--- config.mk ---
export PLATFORM = sky130hd
export DESIGN_NAME = arac_top
export DESIGN_NICKNAME = d
export VERILOG_FILES = /design/src/hw/arac_pkg.sv /design/src/hw/arac_top.sv
export VERILOG_INCLUDE_DIRS = /design/src /design/src/hw
export SDC_FILE = /design/constraint.sdc
export NUM_CORES = 1
export LEC_CHECK = 0
export BUFFER_PORTS_ARGS = -buffer_cell sky130_fd_sc_hd__buf_2
export CAP_MARGIN = 10
export CELL_PAD_IN_SITES_DETAIL_PLACEMENT = 1
export CELL_PAD_IN_SITES_GLOBAL_PLACEMENT = 1
export CORE_MARGIN = 2
export CORE_UTILIZATION = 30
export DETAILED_ROUTE_END_ITERATION = 6
export PLACE_DENSITY_LB_ADDON = 0.1
export SKIP_CTS_REPAIR_TIMING = 1
export SYNTH_ARGS = -nofsm -noshare
export SYNTH_HDL_FRONTEND = slang
export SYNTH_SLANG_ARGS = --single-unit
--- constraint.sdc ---
create_clock -name clk -period 9.1 [get_ports clk]
set_input_delay 0 -clock clk [delete_from_list [all_inputs] [get_ports clk]]
set_output_delay 0 -clock clk [all_outputs]
set_load 0.03 [all_outputs]
--- src/hw/arac_consts.svh ---
`ifndef ARAC_CONSTS_SVH
`define ARAC_CONSTS_SVH

// Register offsets
`define ARAC_OFF_CLKDIV 8'h00
`define ARAC_OFF_REFSEL 8'h01
`define ARAC_OFF_PRE_LO 8'h02
`define ARAC_OFF_PRE_HI 8'h03
`define ARAC_OFF_CTRL2 8'h04
`define ARAC_OFF_ACQ 8'h05
`define ARAC_OFF_RPT 8'h06
`define ARAC_OFF_TRIGSEL 8'h07
`define ARAC_OFF_START 8'h08
`define ARAC_OFF_STATUS 8'h09
`define ARAC_OFF_SUM_LO 8'h0a
`define ARAC_OFF_SUM_HI 8'h0b
`define ARAC_OFF_SUM_UP 8'h0c
`define ARAC_OFF_FLT_LO 8'h0d
`define ARAC_OFF_FLT_HI 8'h0e
`define ARAC_OFF_CNT 8'h0f
`define ARAC_OFF_THR_LO 8'h10
`define ARAC_OFF_THR_HI 8'h11

// Field positions
`define ARAC_CTRL2_CLR_BIT 3
`define ARAC_REF_NEG_BIT 4
`define ARAC_START_GO_BIT 0
`define ARAC_START_RC_BIT 1
`define ARAC_TRIG_CMP_BIT 0
`define ARAC_STAT_OVF_BIT 0
`define ARAC_STAT_THR_BIT 1

// Computation mode codes
`define ARAC_MD_BASIC 3'h0
`define ARAC_MD_ACCUM 3'h1
`define ARAC_MD_AVG 3'h2
`define ARAC_MD_BURST 3'h3
`define ARAC_MD_LPF 3'h4

// Reset values and timing
`define ARAC_RST_BYTE 8'h00
`define ARAC_THR_RST 16'hffff
`define ARAC_RC_CLEAR_CYC 3'h5
`define ARAC_SAMP_DEFAULT 9'h100
`define ARAC_CNT_MAX 8'hff

`endif

--- src/hw/arac_pkg.sv ---
package arac_pkg;

	// Result handed over by the converter core
	typedef struct packed {
		logic valid;
		logic [11:0] data;
	} arac_result_t;

	// Reference switch settings towards the analog core
	typedef struct packed {
		logic [1:0] pos_ref_select;
		logic negative_ref_select;
	} arac_ref_t;

	typedef enum logic {
		ARAC_CLR_IDLE,
		ARAC_CLR_WAIT
	} arac_clr_state_t;

endpackage

--- src/hw/arac_top.sv ---
`include "arac_consts.svh"

module arac_top (
	input wire logic clk,
	input wire logic rst_b,
	input wire logic [7:0] reg_addr,
	input wire logic [7:0] reg_wdata,
	input wire logic reg_wr,
	input wire logic reg_rd,
	output logic [7:0] reg_rdata,
	input wire arac_pkg::arac_result_t conv_result,
	input wire logic cmp_out,
	input wire logic internal_rc_oscillator,
	output logic conv_start,
	output logic conv_clk,
	output arac_pkg::arac_ref_t ref_cfg,
	output logic [12:0] precharge_cycles,
	output logic precharge_en,
	output logic [8:0] sample_cycles,
	output logic [15:0] filtered_result,
	output logic threshold_event_flag
);

	// Mode decode shared by accumulation and comparison paths
	function automatic logic is_acc_mode(input logic [2:0] md);
		is_acc_mode = (md == `ARAC_MD_ACCUM) || (md == `ARAC_MD_AVG) ||
			(md == `ARAC_MD_BURST) || (md == `ARAC_MD_LPF);
	endfunction

	function automatic logic is_avg_mode(input logic [2:0] md);
		is_avg_mode = (md == `ARAC_MD_AVG) || (md == `ARAC_MD_BURST);
	endfunction

	logic [5:0] clkdiv_q;
	logic [7:0] refsel_q;
	logic [7:0] pre_lo_q;
	logic [4:0] pre_hi_q;
	logic [2:0] computation_mode_q;
	logic [2:0] result_shift_q;
	logic [7:0] sampling_window_time_q;
	logic [7:0] repeat_target_q;
	logic auto_trigger_select_q;
	logic rc_sel_q;
	logic [15:0] thr_q;
	logic [17:0] running_sum_q;
	logic accum_overflow_flag_q;
	logic [7:0] sample_counter_q;
	logic go_q;
	arac_pkg::arac_clr_state_t clr_state_q;
	logic [2:0] rc_cnt_q;
	logic rc_s1_q, rc_s2_q, rc_s3_q;
	logic cmp_s1_q, cmp_s2_q, cmp_s3_q;
	logic [5:0] div_cnt_q;

	logic wr_ctrl2, wr_start, wr_status;
	logic rc_edge, cmp_rise, trig, clear_done, acc_now;
	logic [17:0] base_sum, base_shift, new_shift;
	logic [18:0] sum_wide;
	logic [7:0] base_cnt, cnt_next;
	logic thr_hit;
	logic [12:0] pre_val;

	assign wr_ctrl2 = reg_wr && (reg_addr == `ARAC_OFF_CTRL2);
	assign wr_start = reg_wr && (reg_addr == `ARAC_OFF_START);
	assign wr_status = reg_wr && (reg_addr == `ARAC_OFF_STATUS);
	assign pre_val = {pre_hi_q, pre_lo_q};

	// Configuration registers written by software
	always_ff @(posedge clk or negedge rst_b) begin
		if (!rst_b) begin
			clkdiv_q <= 6'h00;
			refsel_q <= `ARAC_RST_BYTE;
			pre_lo_q <= `ARAC_RST_BYTE;
			pre_hi_q <= 5'h00;
			computation_mode_q <= `ARAC_MD_BASIC;
			result_shift_q <= 3'h0;
			sampling_window_time_q <= `ARAC_RST_BYTE;
			repeat_target_q <= `ARAC_RST_BYTE;
			auto_trigger_select_q <= 1'b0;
			rc_sel_q <= 1'b0;
			thr_q <= `ARAC_THR_RST;
		end else if (reg_wr) begin
			case (reg_addr)
				`ARAC_OFF_CLKDIV: clkdiv_q <= reg_wdata[5:0];
				`ARAC_OFF_REFSEL: refsel_q <= reg_wdata & 8'h13;
				`ARAC_OFF_PRE_LO: pre_lo_q <= reg_wdata;
				`ARAC_OFF_PRE_HI: pre_hi_q <= reg_wdata[4:0];
				`ARAC_OFF_CTRL2: begin
					computation_mode_q <= reg_wdata[2:0];
					result_shift_q <= reg_wdata[6:4];
				end
				`ARAC_OFF_ACQ: sampling_window_time_q <= reg_wdata;
				`ARAC_OFF_RPT: repeat_target_q <= reg_wdata;
				`ARAC_OFF_TRIGSEL:
					auto_trigger_select_q <= reg_wdata[`ARAC_TRIG_CMP_BIT];
				`ARAC_OFF_START: rc_sel_q <= reg_wdata[`ARAC_START_RC_BIT];
				`ARAC_OFF_THR_LO: thr_q[7:0] <= reg_wdata;
				`ARAC_OFF_THR_HI: thr_q[15:8] <= reg_wdata;
				default: ;
			endcase
		end
	end

	// Two-flop synchronisers; third stage only feeds edge detect
	always_ff @(posedge clk or negedge rst_b) begin
		if (!rst_b) begin
			rc_s1_q <= 1'b0;
			rc_s2_q <= 1'b0;
			rc_s3_q <= 1'b0;
			cmp_s1_q <= 1'b0;
			cmp_s2_q <= 1'b0;
			cmp_s3_q <= 1'b0;
		end else begin
			rc_s1_q <= internal_rc_oscillator;
			rc_s2_q <= rc_s1_q;
			rc_s3_q <= rc_s2_q;
			cmp_s1_q <= cmp_out;
			cmp_s2_q <= cmp_s1_q;
			cmp_s3_q <= cmp_s2_q;
		end
	end

	assign rc_edge = rc_s2_q && !rc_s3_q;
	assign cmp_rise = cmp_s2_q && !cmp_s3_q;

	// Triggers; one conversion in flight, extra triggers dropped
	assign trig = ((wr_start && reg_wdata[`ARAC_START_GO_BIT]) ||
		(auto_trigger_select_q && cmp_rise)) && !go_q;

	always_ff @(posedge clk or negedge rst_b) begin
		if (!rst_b) begin
			go_q <= 1'b0;
			conv_start <= 1'b0;
		end else begin
			conv_start <= trig;
			if (trig) begin
				go_q <= 1'b1;
			end else if (conv_result.valid) begin
				go_q <= 1'b0;
			end
		end
	end

	// Clear sequencer; RC clock is slow, so count its synced edges
	assign clear_done = (clr_state_q == arac_pkg::ARAC_CLR_WAIT) &&
		(!rc_sel_q || (rc_edge &&
		rc_cnt_q == `ARAC_RC_CLEAR_CYC - 3'h1));

	always_ff @(posedge clk or negedge rst_b) begin
		if (!rst_b) begin
			clr_state_q <= arac_pkg::ARAC_CLR_IDLE;
			rc_cnt_q <= 3'h0;
		end else begin
			case (clr_state_q)
				arac_pkg::ARAC_CLR_IDLE: begin
					rc_cnt_q <= 3'h0;
					if (wr_ctrl2 && reg_wdata[`ARAC_CTRL2_CLR_BIT]) begin
						clr_state_q <= arac_pkg::ARAC_CLR_WAIT;
					end
				end
				arac_pkg::ARAC_CLR_WAIT: begin
					if (clear_done) begin
						clr_state_q <= arac_pkg::ARAC_CLR_IDLE;
					end else if (rc_edge) begin
						rc_cnt_q <= rc_cnt_q + 3'h1;
					end
				end
				default: clr_state_q <= arac_pkg::ARAC_CLR_IDLE;
			endcase
		end
	end

	// Datapath; a sample landing on the clear cycle survives the clear
	assign acc_now = conv_result.valid &&
		is_acc_mode(computation_mode_q);
	assign base_sum = clear_done ? 18'h00000 : running_sum_q;
	assign base_cnt = clear_done ? 8'h00 : sample_counter_q;
	assign base_shift = base_sum >> result_shift_q;
	assign new_shift = sum_wide[17:0] >> result_shift_q;
	assign cnt_next = (base_cnt == `ARAC_CNT_MAX) ? base_cnt :
		base_cnt + 8'h01;

	always_comb begin
		if (computation_mode_q == `ARAC_MD_LPF) begin
			sum_wide = {1'b0, base_sum} - {1'b0, base_shift} +
				{7'h00, conv_result.data};
		end else begin
			sum_wide = {1'b0, base_sum} + {7'h00, conv_result.data};
		end
	end

	// Running sum, right-justified whatever the result format
	always_ff @(posedge clk or negedge rst_b) begin
		if (!rst_b) begin
			running_sum_q <= 18'h00000;
		end else if (acc_now) begin
			running_sum_q <= sum_wide[17:0];
		end else if (clear_done) begin
			running_sum_q <= 18'h00000;
		end
	end

	// Overflow flag; a set in the clear cycle wins
	always_ff @(posedge clk or negedge rst_b) begin
		if (!rst_b) begin
			accum_overflow_flag_q <= 1'b0;
		end else if (acc_now && sum_wide[18]) begin
			accum_overflow_flag_q <= 1'b1;
		end else if (clear_done) begin
			accum_overflow_flag_q <= 1'b0;
		end
	end

	// Sample counter saturates rather than wrapping past 255
	always_ff @(posedge clk or negedge rst_b) begin
		if (!rst_b) begin
			sample_counter_q <= 8'h00;
		end else if (acc_now) begin
			sample_counter_q <= cnt_next;
		end else if (clear_done) begin
			sample_counter_q <= 8'h00;
		end
	end

	// Filtered result follows the shifted sum in every accumulating mode
	always_ff @(posedge clk or negedge rst_b) begin
		if (!rst_b) begin
			filtered_result <= 16'h0000;
		end else if (acc_now) begin
			filtered_result <= new_shift[15:0];
		end
	end

	// Threshold test source depends on mode
	always_comb begin
		thr_hit = 1'b0;
		if (computation_mode_q == `ARAC_MD_BASIC) begin
			thr_hit = conv_result.valid &&
				({4'h0, conv_result.data} > thr_q);
		end else if (computation_mode_q == `ARAC_MD_ACCUM) begin
			thr_hit = acc_now &&
				(sum_wide[17:0] > {2'h0, thr_q});
		end else if (is_avg_mode(computation_mode_q)) begin
			thr_hit = acc_now && (cnt_next >= repeat_target_q) &&
				(new_shift > {2'h0, thr_q});
		end else if (computation_mode_q == `ARAC_MD_LPF) begin
			thr_hit = acc_now && (new_shift > {2'h0, thr_q});
		end
	end

	// Threshold flag: write one to clear, hardware set wins
	always_ff @(posedge clk or negedge rst_b) begin
		if (!rst_b) begin
			threshold_event_flag <= 1'b0;
		end else if (thr_hit) begin
			threshold_event_flag <= 1'b1;
		end else if (wr_status && reg_wdata[`ARAC_STAT_THR_BIT]) begin
			threshold_event_flag <= 1'b0;
		end
	end

	// Conversion clock: toggle every field+1 cycles; >= copes with
	// the field shrinking mid-count
	always_ff @(posedge clk or negedge rst_b) begin
		if (!rst_b) begin
			div_cnt_q <= 6'h00;
			conv_clk <= 1'b0;
		end else if (div_cnt_q >= clkdiv_q) begin
			div_cnt_q <= 6'h00;
			conv_clk <= !conv_clk;
		end else begin
			div_cnt_q <= div_cnt_q + 6'h01;
		end
	end

	// Analog-side settings, registered so outputs come from flops
	always_ff @(posedge clk or negedge rst_b) begin
		if (!rst_b) begin
			ref_cfg <= '0;
			precharge_cycles <= 13'h0000;
			precharge_en <= 1'b0;
			sample_cycles <= 9'h000;
		end else begin
			ref_cfg.pos_ref_select <= refsel_q[1:0];
			ref_cfg.negative_ref_select <=
				refsel_q[`ARAC_REF_NEG_BIT];
			precharge_cycles <= pre_val;
			precharge_en <= (pre_val != 13'h0000);
			if ((pre_val != 13'h0000) &&
				(sampling_window_time_q == 8'h00)) begin
				sample_cycles <= `ARAC_SAMP_DEFAULT;
			end else begin
				sample_cycles <= {1'b0, sampling_window_time_q};
			end
		end
	end

	// Read port; data stands the cycle after the strobe only
	always_ff @(posedge clk or negedge rst_b) begin
		if (!rst_b) begin
			reg_rdata <= 8'h00;
		end else if (!reg_rd) begin
			reg_rdata <= 8'h00;
		end else begin
			case (reg_addr)
				`ARAC_OFF_CLKDIV: reg_rdata <= {2'h0, clkdiv_q};
				`ARAC_OFF_REFSEL: reg_rdata <= refsel_q;
				`ARAC_OFF_PRE_LO: reg_rdata <= pre_lo_q;
				`ARAC_OFF_PRE_HI: reg_rdata <= {3'h0, pre_hi_q};
				`ARAC_OFF_CTRL2: reg_rdata <= {1'b0, result_shift_q,
					clr_state_q == arac_pkg::ARAC_CLR_WAIT,
					computation_mode_q};
				`ARAC_OFF_ACQ: reg_rdata <= sampling_window_time_q;
				`ARAC_OFF_RPT: reg_rdata <= repeat_target_q;
				`ARAC_OFF_TRIGSEL: reg_rdata <= {7'h00, auto_trigger_select_q};
				`ARAC_OFF_START: reg_rdata <= {6'h00, rc_sel_q, go_q};
				`ARAC_OFF_STATUS: reg_rdata <= {6'h00, threshold_event_flag,
					accum_overflow_flag_q};
				`ARAC_OFF_SUM_LO: reg_rdata <= running_sum_q[7:0];
				`ARAC_OFF_SUM_HI: reg_rdata <= running_sum_q[15:8];
				`ARAC_OFF_SUM_UP: reg_rdata <= {6'h00, running_sum_q[17:16]};
				`ARAC_OFF_FLT_LO: reg_rdata <= filtered_result[7:0];
				`ARAC_OFF_FLT_HI: reg_rdata <= filtered_result[15:8];
				`ARAC_OFF_CNT: reg_rdata <= sample_counter_q;
				`ARAC_OFF_THR_LO: reg_rdata <= thr_q[7:0];
				`ARAC_OFF_THR_HI: reg_rdata <= thr_q[15:8];
				default: reg_rdata <= 8'h00;
			endcase
		end
	end
endmodule // arac_top

; Yosys cells after proc, flatten, opt, wreduce, memory -nomap -nowiden
; Index checks and enable logic that the tools add are counted.
[totals]
output_inout_bits = 53
register_bits = 159
in_bits = 35
wordCells = 150
[op_classes]
n_shift = 2
n_eq_ne = 25
bitwise = 1
mux = 26
n_reduce_logical = 50
order_cmp = 5
addsub = 6
[ops]
columns = op, n
row1 = $pmux 8 s18, 1
row2 = $eq 8x4->1 const B, 8
row3 = $gt 18x16->1, 2
row4 = $mux 18, 2
row5 = $shr 18x3->18, 2
row6 = $eq 8x3->1 const B, 4
row7 = $mux 8, 4
row8 = $reduce_and 2->1, 12
row9 = $logic_and 1x1->1, 20
row10 = $add 18x12->19, 1
row11 = $add 19x12->19, 1
row12 = $mux 19, 1
row13 = $sub 18x18->19, 1
row14 = $eq 8x2->1 const B, 2
row15 = $eq 8x5->1 const B, 2
row16 = $gt 12x16->1, 1
row17 = $logic_not 8->1, 2
row18 = $reduce_bool 13->1, 1
row19 = $mux 1, 12
row20 = $mux 9, 1
row21 = $add 8x1->8 const B, 1
row22 = $eq 8x1->1 const B, 1
row23 = $eq 8x8->1 const B, 1
row24 = $ge 8x8->1, 1
row25 = other kinds (17), 31

; Longest topological paths before layout
; Gate-level depths: netlist (run 1).
[logic_depth]
word_depth = 18
ltp_mapped = 38
depth_no_buf = 35

; Worst setup path before layout (run 1)
; Ideal clock, no wire load.
[synth_timing]
kind = reg-to-reg
start = register rc_cnt_q[0]
end = register threshold_event_flag
n_path_buf = 3
path_slack_ps = 2312
setup_time_ps = 116
required_ps = 8984
t_arrival_ps = 6673
path_stages_with_launch = 36
period_less_slack_ps = 6788
path_cell_list = dfrtp_1 > inv_1 > ha_1 > nand4b_1 > a21bo_2 > buf_4 > clkbuf_1 > buf_1 > nand2_1 > inv_1 > nand2_1 > o211ai_1 > o21ai_0 > mux2_2 > fa_1 > inv_1 > fa_1 > nand2b_1 > a21oi_1 > o211ai_1 > a21oi_1 > mux2i_1 > nor2_1 > inv_1 > a221o_1 > or3_4 > ha_1 > and4_1 > nand3_1 > nor3_1 > o41ai_1 > a211oi_1 > nor2_1 > o21ai_0 > a21oi_1 > o311ai_0
[synth_between]
elab_chain_len = 17
elab_cells_between_ends = 28
cone_classes = 4 x add/sub / 3 x order compare / 2 x eq/ne / 2 x shift / 9 x mux / 8 x reduce/logical
[synth_lines]
columns = element, line
row1 = from (decl), arac_top.sv:50  ; logic [2:0] rc_cnt_q;
row2 = from (signal assigned), arac_top.sv:165  ; rc_cnt_q <= rc_cnt_q + 3'h1;
row3 = $eq 3x3->1 (*), arac_top.sv:147  ; rc_cnt_q == `ARAC_RC_CLEAR_CYC - 3'h1));
row4 = $logic_and 1x1->1 (*), arac_top.sv:146  ; (!rc_sel_q || (rc_edge &&
row5 = $logic_or 1x1->1 (*), arac_top.sv:146
row6 = $logic_and 1x1->1 (*), arac_top.sv:145  ; assign clear_done = (clr_state_q == arac_pkg::ARAC_CLR_WAIT) &&
row7 = $mux 18 (*), -
row8 = $shr 18x3->18, arac_top.sv:178  ; assign base_shift = base_sum >> result_shift_q;
row9 = $sub 18x18->19, arac_top.sv:185  ; sum_wide = {1'b0, base_sum} - {1'b0, base_shift} +
row10 = $add 19x12->19, arac_top.sv:185
row11 = (+2 left out), -
row12 = net new_shift[12], arac_top.sv:57  ; logic [17:0] base_sum, base_shift, new_shift;
row13 = $gt 18x16->1 (*), "arac_top.sv:245, arac_top.sv:247"
row14 = $logic_and 1x1->1, arac_top.sv:247  ; thr_hit = acc_now && (new_shift > {2'h0, thr_q});
row15 = $mux 1, arac_top.sv:246  ; end else if (computation_mode_q == `ARAC_MD_LPF) begin
row16 = $mux 1 (*), arac_top.sv:243  ; end else if (is_avg_mode(computation_mode_q)) begin
row17 = $mux 1 (*), arac_top.sv:240  ; end else if (computation_mode_q == `ARAC_MD_ACCUM) begin
row18 = $mux 1 (*), arac_top.sv:237  ; if (computation_mode_q == `ARAC_MD_BASIC) begin
row19 = $mux 1 or $reduce_bool 2->1 (tied branches), -
row20 = to (signal assigned), arac_top.sv:254  ; threshold_event_flag <= 1'b0;
row21 = to (signal assigned), arac_top.sv:256  ; threshold_event_flag <= 1'b1;
row22 = to (signal assigned), arac_top.sv:258  ; threshold_event_flag <= 1'b0;
row23 = to (decl), arac_top.sv:21  ; output logic threshold_event_flag
; Mark *: on every way through the listed nets, which the timed path passes. The rest lies on a longest branch.
; A chain may end at the register's enable or synchronous reset.

; Final worst setup path (run 1)
; Same ends and word-level chain as after synthesis.

==> impl_results.md, run 1 <==
- Tot Pwr: 4.35 mW
- Max-slew violations: 0
- Initial antenna violation count: 2
- Gate Count Post-Synth: around 1,300
- H-tree levels: 4
- Die X: about 200 um
- Slowest stage delay, CP: 600 ps
- PortBufs: 87
- Main synth FF type: dfrtp_1
- Wl on met1: approximately 22,000 um
- Clk root buf: clkbuf_16
- Yosys reg bits: 159
- Most common cell after layout, fill and taps aside: dfrtp_1
- First-pass GRT wire length: about 69,000 um
- CTS Buf Count: 17
- Die H: about 200 um
- Endpoints failing setup: 0
- Worst Path Required: 9440 ps
- Routed WL per cell: roughly 25 um
- Final Skew: around 15 ps
- Top cells by area, synth: dfrtp_1 (30%), ha_1 (11%), mux2_2 (7.1%)
- Maxcap violations: 0
- Num rows: 72
- Core area: between 30,000 and 40,000 um^2
- Routability-driven placement congestion ratio: about 0.84
- Total track usage: a little under a quarter
- Ys async rst share: 100%
- Commonest non-fill, non-tap cells in the layout: dfrtp_1 (143), nand2_1 (128), ha_1 (99), buf_2 (86), nor2_1 (83)
- Max rail drop VDD: between 0.0001 and 0.00015 V
- Crit-path max FO: 31
- Post-synth top area cell: dfrtp_1
- CTS tree: done
- Slew headroom: about 39%
- Number of global-route vias before repair: around 10,000
- Worst Hold Class: primary input to flop
- Clock Sinks: between 150 and 200
- Yosys cell types: 87
- Fmax: about 130 MHz
- Share of cells above drive strength 1: between 10% and 20%
- Vias per cell: about 5.5
- Effective utilization at floorplan: 30.4%
- Seq/Total Area, Yosys: 34.0%
- CTS max path bufs: 2
- Period utilization: between 80% and 90%
- Crit path kind: flop to flop
- Largest net degree at the start of global routing: slightly below 90
- Actual slew at the worst max-slew pin: just over 900 ps
- Remaining Overflow, GRT: 0
- Die area: 40,800 um^2
- RSZ-0062 raised after global routing: no
- Area Overhead vs Synth: 14.2%
- Met2 wire len: between 20,000 and 25,000 um
- IO Count: 88
- Status: finished clean
- DR pass1 iterations: 6
- Syn_nets: 1,421
- Post-Syn Area: around 12,000 um^2
- Post-Place Cells: around 1,800
- Layout Nets: 1,492
- Top Metal Used: met4
- Pre-CTS setup slack: about 1200 ps
- Yosys warns: 0
- EDFF count, synth: 0
- WL final: 46,200 um
- CP endpoint kind: flop
- Final worst slack: approximately 1200 ps
- Post-Syn Area per Cell: 9.23 um^2
- Slowest-stage cell, CP: a21bo_2
- Total power divided by cell area: between 300 and 400 nW/um^2
- Layout Cells excl Fill: between 1,500 and 2,000
- Setup TNS: 0 ps
- Crit path arrival time: between 8000 and 9000 ps
- Final min period: between 7000 and 8000 ps
- P_leak: approximately 6.2 nW
- DRC viols: 0
- Initial DRC count: just over 600
- Clock-pin slew on the worst setup and hold paths: 70 ps
- DR vias: approximately 10,000
- Post-synth top area share: 30.4%
- DP HPWL: ~36,000 um
- Hold Fails Final Rpt: 0
- Later-pin clock latency in the skew report: ~450 ps
- ANT nets after route: 0
- WL met3: 1650 um
- Crit path launch type: flop
## cells by family (layout without fill, tap and decap cells)
kind of cell / after synthesis / after routing / share of synthesized area [%]
other: 0 / 1 / 0
AND/OR/NAND/NOR: 375 / 375 / 15.4
buffers and inverters: 146 / 229 / 4.92
XOR/XNOR: 30 / 30 / 2.24
adder cells (fa/ha/maj): 112 / 112 / 12.8
multiplexers: 119 / 119 / 11.9
flip-flops: 159 / 159 / 34.0
AO/OA/AOI/OAI: 333 / 333 / 18.8
## critical path, delay by kind of cell, from the launching register on
kind            cells  cell delay, ps
buf+inv             3             320
xor+xnor            1             110
compound gates     12            2990
fa+ha+maj           4            1470
flops               1             350
mux                 2             910
simple gates        9            1640
## registers in the layout, indices dropped and copies added, names as in the netlist, 9 cells and up
name	count
precharge_cycles	13
running_sum_q	18
sample_cycles	9
thr_q	16
filtered_result	16
## worst paths after layout
path / startpoint / to / slack (ps) / depth (start not counted)
worst min-delay path: reg_wr / clr_state_q$_DFF_PN0_ / 60 / 3
worst max-delay path: rc_cnt_q[0]$_DFFE_PN0P_ / threshold_event_flag$_DFFE_PN0P_ / 1170 / 31
min in group asynchronous: rst_b / rc_s2_q$_DFF_PN0_ / 190 / 2
max in group asynchronous: rst_b / sampling_window_time_q[3]$_DFFE_PN0P_ / 7480 / 3
worst max register to register: rc_cnt_q[0]$_DFFE_PN0P_ / threshold_event_flag$_DFFE_PN0P_ / 1170 / 31
worst min register to register: cmp_s1_q$_DFF_PN0_ / cmp_s2_q$_DFF_PN0_ / 350 / 0
## synth_stat cells (4+ instances only)
cell type / count
or2_2: 4
nand4_1: 11
a21o_1: 19
a221oi_1: 9
a21oi_1: 75
a211oi_1: 10
nor2b_1: 8
mux2i_1: 36
clkbuf_1: 45
nor2_1: 83
a311oi_1: 4
fa_1: 13
o21a_1: 9
o22ai_1: 5
xnor2_1: 16
a22oi_1: 20
o21ai_0: 79
inv_1: 81
a22o_1: 11
xor2_1: 14
nand3_1: 34
ha_1: 99
nand2_1: 128
nor3_1: 24
dfrtp_1: 143
a222oi_1: 4
nor4_1: 10
mux4_2: 6
nor3b_1: 4
and3_1: 12
buf_1: 8
and4_1: 7
and2_1: 13
mux2_2: 74
dfstp_2: 16
nand2b_1: 17
buf_4: 5
a31oi_1: 16
o2111ai_1: 4
o211ai_1: 18
o31ai_1: 6
## through the flow
stage	instance area (um^2)	hold slack [ps]	utilization [%]
2_1_floorplan	11800	-296	-
3_3_place_gp	12700	113	32.9
3_5_place_dp	12700	115	32.9
4_1_cts	13300	-365	34.4
5_1_grt	13400	46.3	34.7
6_report	13400	61.2	34.7
## layout make-up
type                       count  area, um^2
antenna                        1        2.50
clock buffer                  18         439
clock inverter                13         155
fill                        4507       25200
inverter                      84         315
multi-input combinational    969        7190
sequential                   159        4000
tap                          518         648
timing repair buffer         114         674
## where the power goes
| part | switching [mW] | total [mW] | leakage (nW) | internal [mW] |
|---|---|---|---|---|
| combinational | 1.62 | 2.64 | 3.89 | 1.02 |
| clock | 0.326 | 0.742 | 0.281 | 0.416 |
| sequential | 0.154 | 0.965 | 2.08 | 0.811 |
| total | 2.10 | 4.35 | 6.25 | 2.25 |
## layer usage
| metal | vias to the layer above | global-route usage [%] |
|---|---|---|
| met1 | 5180 | 31.3 |
| met3 | 42 | 3.32 |
| met2 | 211 | 37.9 |
| met5 | - | 0 |
| met4 | 0 | 6.54 |
| li1 | 4808 | - |
Power figures use the tool's default switching activity.
==> inputs of run 2 (changes only) <==
--- a/config.mk
+++ b/config.mk
@@ -12,8 +12,9 @@
 export CELL_PAD_IN_SITES_GLOBAL_PLACEMENT = 1
 export CORE_MARGIN = 2
 export CORE_UTILIZATION = 30
+export CTS_BUF_LIST = sky130_fd_sc_hd__clkbuf_16
 export DETAILED_ROUTE_END_ITERATION = 6
-export PLACE_DENSITY_LB_ADDON = 0.1
+export PLACE_DENSITY_LB_ADDON = 0.3
 export SKIP_CTS_REPAIR_TIMING = 1
 export SYNTH_ARGS = -nofsm -noshare
 export SYNTH_HDL_FRONTEND = slang
==> impl_results.md, run 2 (synthesized netlist as in run 1, its figures left out) <==
- Internal: 2.22 mW (-1.5%)
- Biggest register: running_sum_q
- Clock-pin slew on the worst setup and hold paths: 70 ps (about the same)
- Routability-driven placement congestion ratio: 0.902 (+6.8%)
- Worst Hold Slack: -7.12 ps (-68.4 ps)
- DP HPWL: 33,500 um (-6.9%)
- Combinational fraction of design power: 61.2% (+0.4 points)
- Core area: 38,600 um^2 (unchanged)
- Net Switching: 2.08 mW (-1.0%)
- ANT cells: 0 (-1)
- Layout Nets: 1,489 (-0.20%)
- Worst Hold Class: primary input to flop
- Most frequent cell on the critical path: a21oi_1
- Routed WL per cell: 23.2 um (-5.8%)
- P_leak: 6.23 nW (-0.27%)
- Initial antenna violation count: 1 (-1)
- Num rows: 72 (unchanged)
- First-pass GRT wire length: 66,200 um (-4.3%)
- Final min period: 8010 ps (+80.4 ps)
- DRC viols: 0 (unchanged)
- RSZ-0062 raised after global routing: no
- Period utilization: 88.0% (+0.88 points)
- Endpoints failing setup: 0 (unchanged)
- DR pass1 iterations: 5 (-1)
- PortBufs: 87 (unchanged)
- Clock power frac: 16.4% (-0.7 points)
- Crit path arrival time: 8320 ps (+60 ps)
- CTS Buf Count: 17 (unchanged)
- Crit path kind: flop to flop
- Area Overhead vs Synth: 13.7%
- Remaining Overflow, GRT: 0 (unchanged)
- Total power divided by cell area: 321 nW/um^2 (-0.79%)
- Share of cells above drive strength 1: 18.9% (-0.11 points)
- CTS max path bufs: 2 (unchanged)
- Slowest-stage cell, CP: a21bo_2
- Max rail drop VDD: 0.000223 V (+57%)
- IO Count: 88 (unchanged)
- Status: finished, violations left
- Most common cell after layout, fill and taps aside: dfrtp_1
- ANT nets after route: 0 (unchanged)
- Die H: 202 um (unchanged)
- Setup TNS: 0 ps (unchanged)
- Die area: 40,800 um^2 (unchanged)
- Seq pwr share: 22.5% (+0.3 points)
- Maxcap violations: 0 (unchanged)
- Effective utilization at floorplan: 30.4% (unchanged)
- Clock Sinks: 159 (unchanged)
- Number of global-route vias before repair: 10,600 (+1.7%)
- Pre-CTS setup slack: 1200 ps (+30.4 ps)
- Fmax: 125 MHz (-1.0%)
- Largest net degree at the start of global routing: 100 (+14%)
- Initial DRC count: 736 (+19%)
- CTS tree: done
- Switching Share: 48.4% (+0.12 points)
- Vias per cell: 5.53 (+1.2%)
- Die X: 202 um (unchanged)
- M2 GR Usage: 35.9% (-2.0 points)
- Final Skew: 10.9 ps (-3.66 ps)
- Fin util: 34.6% (-0.17 points)
- Busiest grt layer: met2
- Max-slew violations: 0 (unchanged)
- CP endpoint kind: flop
- Commonest non-fill, non-tap cells in the layout: dfrtp_1 (143), nand2_1 (128), ha_1 (99), buf_2 (86), nor2_1 (83)
- Max reg flops: 18 (unchanged)
- Slowest stage delay, CP: 570 ps (-30 ps)
- Regs by FF count: running_sum_q (18), filtered_result (16), thr_q (16)
- H-tree levels: 4 (unchanged)
- Final worst slack: 1090 ps (-80.4 ps)
- Later-pin clock latency in the skew report: 430 ps (-20 ps)
- Hold Fails Final Rpt: 3 (+3)
- GR Util met1: 28.2% (-3.1 points)
- Global routing met3 resource utilization: 2.98% (-0.34 points)
- Failing checks: negative hold slack
- Total track usage: 21.3% (-1.7 points)
- Actual slew at the worst max-slew pin: 926 ps (+5.34 ps)
- Worst Path Required: 9410 ps (-30 ps)
- Clk root buf: clkbuf_16
- Slew headroom: 38.3% (-0.36 points)
- DR vias: 10,300 (+1.0%)
- Crit path launch type: flop
- Crit-path max FO: 31 (unchanged)
- WL final: 43,500 um (-6.0%)
run 2: cell types whose count changed in the layout (fill, tap and decap cells not counted), sizes merged:
cell | previous run | this run
clkinv | 3 | 5
diode | 1 | 0
clkbuf | 18 | 17
bufinv | 2 | 1
dlygate4sd3 | 12 | 9
inv | 88 | 91
clkinvlp | 4 | 1
run 2: stage by stage:
stage	std cells	area (um^2)	power (mW)
CTS	1863	13300	4.30
detailed placement	1832	12700	3.58
floorplan	1274	11800	2.77
global placement	1832	12700	3.52
finish	1872	13400	4.29
global route	1872	13400	4.63
run 2: critical path: cells and delay by family, from the launching register on:
family	cells	cell delay, ps
adder cells (fa/ha/maj)	4	1480
multiplexers	2	880
XOR/XNOR	1	120
AND/OR/NAND/NOR	9	1890
buffers and inverters	2	140
AO/OA/AOI/OAI	12	2980
flip-flops	1	360
run 2: final cells by class:
class,instances,area (um^2)
Clock buffer,17,425
Clock inverter,14,134
Fill cell,4481,25300
Inverter,84,315
Multi-Input combinational cell,969,7190
Sequential cell,159,4000
Tap cell,518,648
Timing Repair Buffer,111,644
run 2: worst paths after layout:
| check | from | end | slack (ps) | depth (start not counted) |
|---|---|---|---|---|
| max reg2reg | rc_cnt_q[0]$_DFFE_PN0P_ | threshold_event_flag$_DFFE_PN0P_ | 1090 | 30 |
| min | reg_wdata[2] | thr_q[10]$_DFFE_PN1P_ | -7 | 3 |
| min reg2reg | cmp_s1_q$_DFF_PN0_ | cmp_s2_q$_DFF_PN0_ | 340 | 0 |
| max in group asynchronous | rst_b | filtered_result[13]$_DFFE_PN0P_ | 7450 | 3 |
| min in group asynchronous | rst_b | rc_cnt_q[0]$_DFFE_PN0P_ | 250 | 2 |
| max | rc_cnt_q[0]$_DFFE_PN0P_ | threshold_event_flag$_DFFE_PN0P_ | 1090 | 30 |
run 2: power groups by stage:
stage                     combinational, mW  sequential, mW  clock (mW)
final                                  2.63           0.965       0.703
after global routing                   2.91           0.972       0.746
after CTS                              2.62           0.962       0.713
after detailed placement               2.60           0.974           0
after global placement                 2.54           0.973           0
after floorplan                        1.80           0.966           0
run 2: routing by layer:
metal,up-vias,routed length (um)
li1,4778,-
met1,5241,19400
met2,250,21000
met3,74,1760
met4,0,1240
met5,-,0
==> inputs of run 3 (changes only) <==
--- a/config.mk
+++ b/config.mk
@@ -11,7 +11,7 @@
 export CELL_PAD_IN_SITES_DETAIL_PLACEMENT = 1
 export CELL_PAD_IN_SITES_GLOBAL_PLACEMENT = 1
 export CORE_MARGIN = 2
-export CORE_UTILIZATION = 30
+export CORE_UTILIZATION = 40
 export CTS_BUF_LIST = sky130_fd_sc_hd__clkbuf_16
 export DETAILED_ROUTE_END_ITERATION = 6
 export PLACE_DENSITY_LB_ADDON = 0.3
==> impl_results.md, run 3 (synthesized netlist as in run 1, its figures left out) <==
- Clock-pin slew on the worst setup and hold paths: 70 ps (about the same)
- CTS Buf Count: 17 (unchanged)
- IO Count: 88 (unchanged)
- Critical Path Source: rc_cnt_q[0]$_DFFE_PN0P_
- Endpoints failing setup: 0 (unchanged)
- Largest net degree at the start of global routing: 98 (-2.0%)
- Crit path kind: flop to flop
- ANT nets after route: 0 (unchanged)
- Total power divided by cell area: 330 nW/um^2 (+2.7%)
- PortBufs: 87 (unchanged)
- Routed WL per cell: 24.3 um (+4.8%)
- RSZ-0062 raised after global routing: no
- Biggest register: running_sum_q
- Setup TNS: 0 ps (unchanged)
- Share of cells above drive strength 1: 18.9% (unchanged)
- Actual slew at the worst max-slew pin: 1090 ps (+165 ps)
- Pre-CTS setup slack: 1180 ps (-24.8 ps)
- Core area: 28,900 um^2 (-25%)
- Die area: 30,800 um^2 (-25%)
- ANT cells: 0 (unchanged)
- P_leak: 6.26 nW (+0.51%)
- First-pass GRT wire length: 65,300 um (-1.3%)
- Effective utilization at floorplan: 40.7% (+10 points)
- DP Area: 12,500 um^2 (-1.5%)
- Max rail drop VDD: 0.000183 V (-18%)
- Sequential cell area: 4000 um^2 (unchanged)
- DRC viols: 0 (unchanged)
- Initial DRC count: 902 (+23%)
- Slowest stage delay, CP: 560 ps (about the same)
- Multi-input logic area: 7190 um^2 (unchanged)
- H-tree levels: 4 (unchanged)
- R2R cell count: 31 (+3.3%)
- Final Skew: 11.7 ps (+0.818 ps)
- CP endpoint kind: flop
- Fillcell total: 3,352 (-25%)
- Crit-path max FO: 31 (unchanged)
- Clock Sinks: 159 (unchanged)
- Fin area: 13,300 um^2 (-0.60%)
- Remaining Overflow, GRT: 0 (unchanged)
- Slew headroom: 26.7% (-12 points)
- Total track usage: 27.6% (+6.3 points)
- Fin util: 46.0% (+11 points)
- Hold Fails Final Rpt: 1 (-2)
- CP endpoint: threshold_event_flag$_DFFE_PN0P_
- Later-pin clock latency in the skew report: 440 ps (about the same)
- Area Overhead vs Synth: 13.0%
- Routability-driven placement congestion ratio: 0.899 (-0.35%)
- Die X: 175 um (-13%)
- Max-slew violations: 0 (unchanged)
- Worst reg2reg path startpoint: rc_cnt_q[0]$_DFFE_PN0P_
- Vias per cell: 6.12 (+11%)
- R2r setup slk: 1020 ps (-70 ps)
- Maxcap violations: 0 (unchanged)
- Most common cell after layout, fill and taps aside: dfrtp_1
- CTS max path bufs: 2 (unchanged)
- Reg2Reg Capture Point: threshold_event_flag$_DFFE_PN0P_
- Period utilization: 88.7% (+0.76 points)
- Fmax: 124 MHz (-0.86%)
- Failing checks: negative hold slack
- Max reg flops: 18 (unchanged)
- Initial antenna violation count: 0 (-1)
- WL final: 42,300 um (-2.7%)
- Die H: 175 um (-13%)
- Crit path arrival time: 8380 ps (+60 ps)
- Worst Hold Slack: -8.89 ps (-1.77 ps)
- Crit path launch type: flop
- Slowest-stage cell, CP: a21bo_2
- Final worst slack: 1020 ps (-69.3 ps)
- Num rows: 62 (-14%)
- DP HPWL: 31,900 um (-4.7%)
- Worst Path Required: 9410 ps (about the same)
- Number of global-route vias before repair: 10,900 (+3.0%)
- Final min period: 8080 ps (+69.3 ps)
- Regs by FF count: running_sum_q (18), filtered_result (16), thr_q (16)
- DR vias: 10,600 (+2.8%)
- Status: finished, violations left
- Layout Nets: 1,488 (-0.067%)
- Worst Hold Class: primary input to flop
- Clk root buf: clkbuf_16
- DR pass1 iterations: 6 (+1)
- Commonest non-fill, non-tap cells in the layout: dfrtp_1 (143), nand2_1 (128), ha_1 (99), buf_2 (86), nor2_1 (83)
- CTS tree: done
==> run 3: cell count changes in the layout (fill, tap and decap cells not counted), sizes merged <==
cell,previous run,this run
buf,102,99
bufinv,1,4
clkinv,5,4
dlygate4sd3,9,11
inv,91,90
==> run 3: metal layers <==
metal  routed length [um]  GRT usage (%)  share of wire (%)
met1                18000           36.5                 43
met5                    0              0                  0
met2                20600           46.3                 49
met4                 1260           10.3                3.0
met3                 2430           3.66                5.8
==> run 3: how the worst min path moves through the flow <==
| stage | startpoint | to | slack (ps) | cells past startpoint |
|---|---|---|---|---|
| 6_report | reg_wdata[0] | thr_q[8]$_DFFE_PN1P_ | -9 | 3 |
| 4_1_cts | cmp_out | cmp_s1_q$_DFF_PN0_ | -340 | 1 |
| 5_1_grt | reg_wdata[0] | thr_q[8]$_DFFE_PN1P_ | 3 | 3 |
| 3_5_place_dp | cmp_out | cmp_s1_q$_DFF_PN0_ | 110 | 1 |
| 3_3_place_gp | cmp_out | cmp_s1_q$_DFF_PN0_ | 110 | 1 |
| 2_1_floorplan | rst_b | accum_overflow_flag_q$_DFFE_PN0P_ | -300 | 0 |
==> run 3: layout make-up <==
cell class	instances	area share, %
clock inverters	15	1.69
repair buffers	110	4.83
flip-flops and latches	159	30.1
inverters	84	2.37
clock buffers	17	3.20
multi-input cells	969	54.2
well taps	384	3.62
==> run 3: power by group <==
group          leakage [nW]  internal, mW  switching [mW]
combinational          3.87          1.03            1.60
clock                 0.316         0.470           0.329
sequential             2.08         0.811           0.142
==> run 3: critical path, delay by kind of cell, from the launching register on <==
kind	cells	cell delay [ps]
and+or+nand+nor	10	2230
DFF	1	360
muxes	2	470
AOI/OAI and AO/OA	12	3060
adders and majority gates	4	1490
buffers and inverters	3	300
==> run 3: through the flow <==
| stage | power [mW] | std cells |
|---|---|---|
| 2_1_floorplan | 2.77 | 1274 |
| 6_report | 4.38 | 1738 |
| 3_3_place_gp | 3.45 | 1695 |
| 3_5_place_dp | 3.54 | 1695 |
| 4_1_cts | 4.36 | 1727 |
| 5_1_grt | 4.69 | 1738 |
